### src/mstep_pkg.sv
// Shared constants and types for the microstep position counter.
package mstep_pkg;

  // ****************************************
  // Widths
  // ****************************************
  localparam int ADDR_W = 8;
  localparam int DATA_W = 32;
  localparam int CNT_W = 10;

  // ****************************************
  // Register offsets (byte addresses)
  // ****************************************
  localparam logic [7:0] OFS_CONTROL = 8'h00;
  localparam logic [7:0] OFS_VS_OFFSET = 8'h04;
  localparam logic [7:0] OFS_VS_GRADIENT = 8'h08;
  localparam logic [7:0] OFS_STATUS = 8'h0C;

  // ****************************************
  // Field positions
  // ****************************************
  localparam int CTRL_SRC_BIT = 0;
  localparam int CTRL_RES_LSB = 4;
  localparam int STAT_EN_BIT = 16;
  localparam int STAT_ACT_BIT = 17;
  localparam int STAT_FULL_BIT = 18;

  // ****************************************
  // Reset values and codes
  // ****************************************
  localparam logic [9:0] COUNT_RESET = 10'h000;
  localparam logic [3:0] SHIFT_FULL = 4'h8;
  localparam logic [9:0] FULL_PHASE = 10'h080;
  localparam logic [3:0] SHIFT_PIN_8 = 4'h5;
  localparam logic [3:0] SHIFT_PIN_32 = 4'h3;
  localparam logic [3:0] SHIFT_PIN_64 = 4'h2;
  localparam logic [3:0] SHIFT_PIN_16 = 4'h4;

  // Configuration registers that software writes.
  typedef struct packed {
    logic res_from_reg;
    logic [3:0] res_shift;
    logic [7:0] vs_offset;
    logic [7:0] vs_gradient;
  } cfg_t;

  localparam cfg_t CFG_RESET = '{1'b0, 4'h0, 8'h00, 8'h00};

  // One register bus request.
  typedef struct packed {
    logic [7:0] addr;
    logic [31:0] wdata;
    logic wr;
    logic rd;
  } reg_req_t;

  // Supply states, one-hot.
  typedef enum logic [1:0] {
    ST_STANDBY = 2'b01,
    ST_ACTIVE = 2'b10
  } pwr_state_t;

endpackage

### src/microstep_position_counter.sv
// Microstep position counter with standby handling and register port.
//
// Our own choices: strobed register access and the register addresses.
`timescale 1ns/1ps
`default_nettype none

// Notes on behaviour
// - Power-up clears every register but the supply state, the count included, to zero.
// - Leaving standby returns configuration to its defaults.
// - Each step moves the count by 256 over the resolution.
// - Direction low counts up, so ten steps at 1/32 reach 80.
// - Fullstep positions are counts 128, 384, 640 and 896.
// - A fullstep recurs every m steps, first after m/2 steps.
// - Coarse resolutions align the count, fullstep on the 128 grid.
// - With enable high from power-up the coils hold the reset count.
// - Stopping at a multiple of 4m gives the power-up count again.
module microstep_position_counter
  import mstep_pkg::*;
(
  // Clock and reset.
  input wire logic clk_i,
  input wire logic reset_i,
  // Motion pins from the host.
  input wire logic step_i,
  input wire logic dir_i,
  input wire logic enable_i,
  input wire logic [1:0] ms_select_i,
  // High while the I/O supply is present.
  input wire logic io_supply_standby_pin_i,
  // Register port.
  input wire reg_req_t reg_req_i,
  output logic [31:0] rdata_o,
  // Drive state.
  output logic [9:0] microstep_position_count_o,
  output logic coil_energized_o,
  output logic fullstep_o,
  output logic [7:0] velocity_scaling_offset_o,
  output logic [7:0] velocity_scaling_gradient_o
);

  // ****************************************
  // Pin synchronisers
  // ****************************************
  localparam int NPIN = 6;
  logic [NPIN-1:0] pin_raw;
  logic [NPIN-1:0] pin_meta;
  logic [NPIN-1:0] pin_sync;

  assign pin_raw = {io_supply_standby_pin_i, ms_select_i,
                    enable_i, dir_i, step_i};

  // Two flops per pin; only the second one is read by logic.
  genvar gi;
  generate
    for (gi = 0; gi < NPIN; gi++) begin : g_sync
      always_ff @(posedge clk_i or posedge reset_i) begin
        if (reset_i) begin
          pin_meta[gi] <= 1'b0;
          pin_sync[gi] <= 1'b0;
        end else begin
          pin_meta[gi] <= pin_raw[gi];
          pin_sync[gi] <= pin_meta[gi];
        end
      end
    end
  endgenerate

  logic step_s;
  logic dir_s;
  logic en_s;
  logic [1:0] ms_s;
  logic supply_s;

  assign step_s = pin_sync[0];
  assign dir_s = pin_sync[1];
  assign en_s = pin_sync[2];
  assign ms_s = pin_sync[4:3];
  assign supply_s = pin_sync[5];

  // ****************************************
  // Supply state
  // ****************************************
  pwr_state_t state;
  pwr_state_t next_state;
  logic active;

  // Standby holds the count, configuration and coil drive at their defaults, so the exit
  // from standby looks exactly like a fresh power-up.
  always_comb begin
    unique case (state)
      ST_STANDBY: begin
        next_state = supply_s ? ST_ACTIVE : ST_STANDBY;
      end
      ST_ACTIVE: begin
        next_state = supply_s ? ST_ACTIVE : ST_STANDBY;
      end
      default: begin
        next_state = ST_STANDBY;
      end
    endcase
  end

  always_ff @(posedge clk_i or posedge reset_i) begin
    if (reset_i) begin
      state <= ST_STANDBY;
    end else begin
      state <= next_state;
    end
  end

  assign active = (state == ST_ACTIVE);

  // ****************************************
  // Resolution
  // ****************************************
  cfg_t cfg;
  cfg_t next_cfg;
  logic [3:0] shift;
  logic [9:0] inc;
  logic [9:0] ofs;

  // The pin straps pick the resolution unless software overrides.
  always_comb begin
    if (cfg.res_from_reg) begin
      shift = (cfg.res_shift > SHIFT_FULL) ? SHIFT_FULL
                                           : cfg.res_shift;
    end else begin
      unique case (ms_s)
        2'b00: shift = SHIFT_PIN_8;
        2'b01: shift = SHIFT_PIN_32;
        2'b10: shift = SHIFT_PIN_64;
        2'b11: shift = SHIFT_PIN_16;
      endcase
    end
  end

  assign inc = 10'h001 << shift;
  assign ofs = (shift == SHIFT_FULL) ? FULL_PHASE : 10'h000;

  // ****************************************
  // Position counter
  // ****************************************
  logic step_q;
  logic step_edge;
  logic [9:0] count;
  logic [9:0] next_count;
  logic [9:0] rel;
  logic [9:0] mask;

  assign step_edge = step_s & ~step_q;
  assign mask = ~(inc - 10'h001);
  assign rel = count - ofs;

  // Aligning to the grid before moving keeps a change of
  // resolution from leaving the count between fullsteps;
  // steps are taken with enable low so a restore can run first.
  always_comb begin
    next_count = count;
    if (!active) begin
      next_count = COUNT_RESET;
    end else if (step_edge && !dir_s) begin
      next_count = (rel & mask) + inc + ofs;
    end else if (step_edge) begin
      next_count = ((rel + inc - 10'h001) & mask) - inc + ofs;
    end
  end

  always_ff @(posedge clk_i or posedge reset_i) begin
    if (reset_i) begin
      count <= COUNT_RESET;
      step_q <= 1'b0;
    end else begin
      count <= next_count;
      step_q <= step_s;
    end
  end

  // ****************************************
  // Registers
  // ****************************************
  logic [31:0] next_rdata;
  logic [31:0] status;
  logic energized;
  logic next_energized;

  // Status fields sit at their named positions; the rest read zero.
  always_comb begin
    status = 32'h0000_0000;
    status[CNT_W-1:0] = count;
    status[STAT_EN_BIT] = en_s;
    status[STAT_ACT_BIT] = active;
    status[STAT_FULL_BIT] = fullstep_o;
  end

  // Writes steer configuration; standby forces defaults.
  always_comb begin
    next_cfg = cfg;
    if (!active) begin
      next_cfg = CFG_RESET;
    end else if (reg_req_i.wr) begin
      unique case (reg_req_i.addr)
        OFS_CONTROL: begin
          next_cfg.res_from_reg = reg_req_i.wdata[CTRL_SRC_BIT];
          next_cfg.res_shift =
            reg_req_i.wdata[CTRL_RES_LSB +: 4];
        end
        OFS_VS_OFFSET: next_cfg.vs_offset = reg_req_i.wdata[7:0];
        OFS_VS_GRADIENT: next_cfg.vs_gradient = reg_req_i.wdata[7:0];
        default: next_cfg = cfg;
      endcase
    end
  end

  // Reads answer in the next cycle only; unmapped reads give zero.
  always_comb begin
    next_rdata = 32'h0000_0000;
    if (reg_req_i.rd) begin
      unique case (reg_req_i.addr)
        OFS_CONTROL: begin
          next_rdata[CTRL_SRC_BIT] = cfg.res_from_reg;
          next_rdata[CTRL_RES_LSB +: 4] = cfg.res_shift;
        end
        OFS_VS_OFFSET: next_rdata[7:0] = cfg.vs_offset;
        OFS_VS_GRADIENT: next_rdata[7:0] = cfg.vs_gradient;
        OFS_STATUS: next_rdata = status;
        default: next_rdata = 32'h0000_0000;
      endcase
    end
  end

  assign next_energized = active & en_s;

  always_ff @(posedge clk_i or posedge reset_i) begin
    if (reset_i) begin
      cfg <= CFG_RESET;
      rdata_o <= 32'h0000_0000;
      energized <= 1'b0;
    end else begin
      cfg <= next_cfg;
      rdata_o <= next_rdata;
      energized <= next_energized;
    end
  end

  // ****************************************
  // Outputs
  // ****************************************
  assign microstep_position_count_o = count;
  assign coil_energized_o = energized;
  assign fullstep_o = (count[7:0] == FULL_PHASE[7:0]);
  assign velocity_scaling_offset_o = cfg.vs_offset;
  assign velocity_scaling_gradient_o = cfg.vs_gradient;
endmodule
`default_nettype wire

### config.mk
export PLATFORM = sky130hd
export DESIGN_NAME = microstep_position_counter
export DESIGN_NICKNAME = d
export VERILOG_FILES = /design/src/mstep_pkg.sv /design/src/microstep_position_counter.sv
export SDC_FILE = /design/constraint.sdc
export NUM_CORES = 1
export LEC_CHECK = 0
export ABC_AREA = 1
export BUFFER_PORTS_ARGS = -buffer_cell sky130_fd_sc_hd__buf_2
export CAP_MARGIN = 10
export CORE_UTILIZATION = 35
export CTS_CLUSTER_SIZE = 24
export DETAILED_ROUTE_END_ITERATION = 10
export GPL_ROUTABILITY_DRIVEN = 0
export SLEW_MARGIN = 15
export SYNTH_ARGS = -nofsm -noshare
export SYNTH_HDL_FRONTEND = slang
export SYNTH_SLANG_ARGS = --single-unit
### constraint.sdc
create_clock -name clk_i -period 4.44 [get_ports clk_i]
set_clock_uncertainty 0.1 [all_clocks]
set_input_delay 0.444 -clock clk_i [delete_from_list [all_inputs] [get_ports clk_i]]
set_output_delay 0.444 -clock clk_i [all_outputs]
set_load 0.005 [all_outputs]
==> out/metrics.cfg <==
[outcome]
outcome = complete, no violations

[hold_path]
min_path_type = in2reg
hold_path_depth = 1
whs_endpoint = pin_meta[0]
min_from = step_i

[routing]
wire_per_inst_um = 13.4
drt-initial-drc-count = 286
vias = 4094
vias_per_cell = 4.69
drt_wl_total_mm = 11.7
antenna_left = 0
route.detailed.drc = 0
first_pass_iters = 5

[sta]
slew_headroom_pct = 50.3
min_period_ns = 4.38
rsz0062_at_grt = true
worst_pin_slew_ns = 0.745
report.final.slew_viol_count = 0
fin_crit_sh_pct = 98.8
timing.fmax_mhz = 228
final-hold-violation-count = 0
setup_viol = 0

[power_and_ir_drop]
power_density_nw_per_um2 = 609
ir_drop_mv = 0.335
p_leak_uw = 0.00311

[run]
drv_cap = 0

[setup_path]
crit_fanout = 5
start_kind = flip-flop
crit_type = reg2reg
cpPeakStageDelay_ns = 0.38
path_common_cell = nand2_1
worstRegToRegCells = 31
r2r-start = ms_s[0]
cp.required_ns = 4.54
timing.rr.end = microstep_position_count_o[9]
r2r_setup_slack_ns = 0.06
crit_slowest_cell = dfrtp_1
end_kind = flip-flop
crit_arrival_ns = 4.49

[finish]
drive_above_1_share_pct = 30.9
nNetsFinal = 797
diodes = 0
final_cells = 872
syn_to_final_growth_pct = 26.0
fin_util_pct = 45.7

[cts]
clock_latency_ns = 0.32
cts_hold_buf = 0
cts.clk_slew.worst_paths_ns = 0.05
cts_sinks = 60
cts_made_buffers = 9
htreeDepth = 3
cts_root_buf = clkbuf_16
clock_path_buffers = 2
tritoncts = yes

[yosys]
synth_edf_count = 0
synth_area_leaders = dfrtp_1 32%, ha_1 13%, nand2_1 11%, inv_1 7.2%, buf_4 5.7%
ys_types = 40
yosysWarnings = 0
syn_avg_cell_area_um2 = 7.77
synth_ff_type = dfrtp_1
yosys-top-cells-count = 137 x nand2_1, 89 x inv_1, 59 x dfrtp_1
synth_cells = 596
async_flop_share_pct = 100
netlist_area_um2 = 4630
yosysMostFrequentCell = nand2_1
synth_largest_area_cell = dfrtp_1
synth_top_area_share_pct = 31.9
ys_ff_latch = 60
ys_seq_area_share_pct = 32.4

[global_routing]
grt_pass1_wl_mm = 18.9
grt_usage_pct = 18.0
grt_antenna_before_repair = 0
grt_pass1_vias = 3861
grt-ovfl-total = 0
grt_max_degree = 61

[floorplan]
core-area_um2 = 12800
die_x_um = 117
die_y_um = 117
placementRows = 41
ios = 110
die_area_um2 = 13700
start_util_pct = 36.3

[place]
post-place-cells = 849
port_buffers = 66
dp_hpwl_mm = 9.08

-- cell type report --
cell class | instances | area (um^2)
Sequential cell | 60 | 1500
Multi-Input combinational cell | 420 | 2790
Tap cell | 172 | 215
Timing Repair Buffer | 108 | 649
Clock buffer | 11 | 253
Fill cell | 1260 | 6940
Inverter | 96 | 365
Clock inverter | 5 | 60.1
-- worst max-delay path by stage --
| stage | startpoint | end | slack [ns] | cells past startpoint |
|---|---|---|---|---|
| 5_1_grt | ms_s[0] | microstep_position_count_o[9] | -0.26 | 31 |
| 3_5_place_dp | ms_s[0] | microstep_position_count_o[8] | -0.32 | 29 |
| 2_1_floorplan | ms_s[0] | microstep_position_count_o[9] | 0.02 | 32 |
| 3_3_place_gp | ms_s[0] | microstep_position_count_o[9] | -0.21 | 32 |
| 4_1_cts | ms_s[0] | microstep_position_count_o[9] | 0.003 | 34 |
| 6_report | ms_s[0] | microstep_position_count_o[9] | 0.06 | 31 |
-- logic make-up after synthesis --
family                     count (synthesis)  share of synthesized area, %
buffers and inverters                    134                          14.1
other                                      1                        0.0809
xor gates and xnor gates                  14                          2.65
adders and majority gates                 52                          14.9
and+or+nand+nor                          250                          24.1
DFF                                       60                          32.4
AOI/OAI and AO/OA                         85                          11.9
-- flip-flops by register name, summed over array words and instances, names as in the netlist, 2 cells and up --
register                     cells
cfg                              5
microstep_position_count_o      10
ms_s                             2
pin_meta                         6
rdata_o                         13
state                            2
velocity_scaling_gradient_o      8
velocity_scaling_offset_o        8
-- what timing repair did --
| item | in CTS | in global routing |
|---|---|---|
| pin swaps | 21 | 23 |
| resized for setup | 32 | 25 |
| buffers inserted | 5 | 2 |
| setup endpoints to repair | 3 | 5 |
-- layer usage --
layer  GRT usage (%)  vias to the layer above  share of wire (%)
met2            29.0                      126                 45
li1                -                     2068                  -
met4            3.97                        0                1.2
met5               0                        -                  0
met1            25.3                     1888                 48
met3            2.99                       12                5.5
-- cells in the final DEF (no fill, tap or decap), drive strengths merged, types with 5 or more instances in the layout --
cell / instances
nand2: 143
buf: 108
inv: 96
dfrtp: 59
nor2: 49
ha: 47
o21ai: 40
nand3: 34
a21oi: 27
conb: 19
nand4: 15
clkbuf: 11
xnor2: 8
a31oi: 6
xor2: 6
fa: 5
-- critical path: cells and delay by family, from the launching register on --
| family | cells | cell delay, ns |
|---|---|---|
| flops | 1 | 0.38 |
| compound gates | 2 | 0.27 |
| simple gates | 16 | 1.44 |
| fa+ha+maj | 5 | 1.35 |
| buf+inv | 8 | 0.72 |
-- per-stage QoR --
stage,TNS (ns),area [um^2],setup WS (ns),hold slack (ns),power (uW)
floorplan,0,4700,0.0240,0.231,1950
CTS,0,5700,0.00280,0.120,3380
detailed placement,-0.771,5220,-0.318,0.236,2510
finish,0,5840,0.0554,0.129,3550
global route,-0.624,5840,-0.262,0.116,3850
global placement,-0.420,5220,-0.214,0.232,2470
-- power by group --
part / internal (uW) / switching, uW
Sequential: 602 / 36.2
Combinational: 961 / 1250
Clock: 464 / 244
Power figures use the tool's default switching activity.
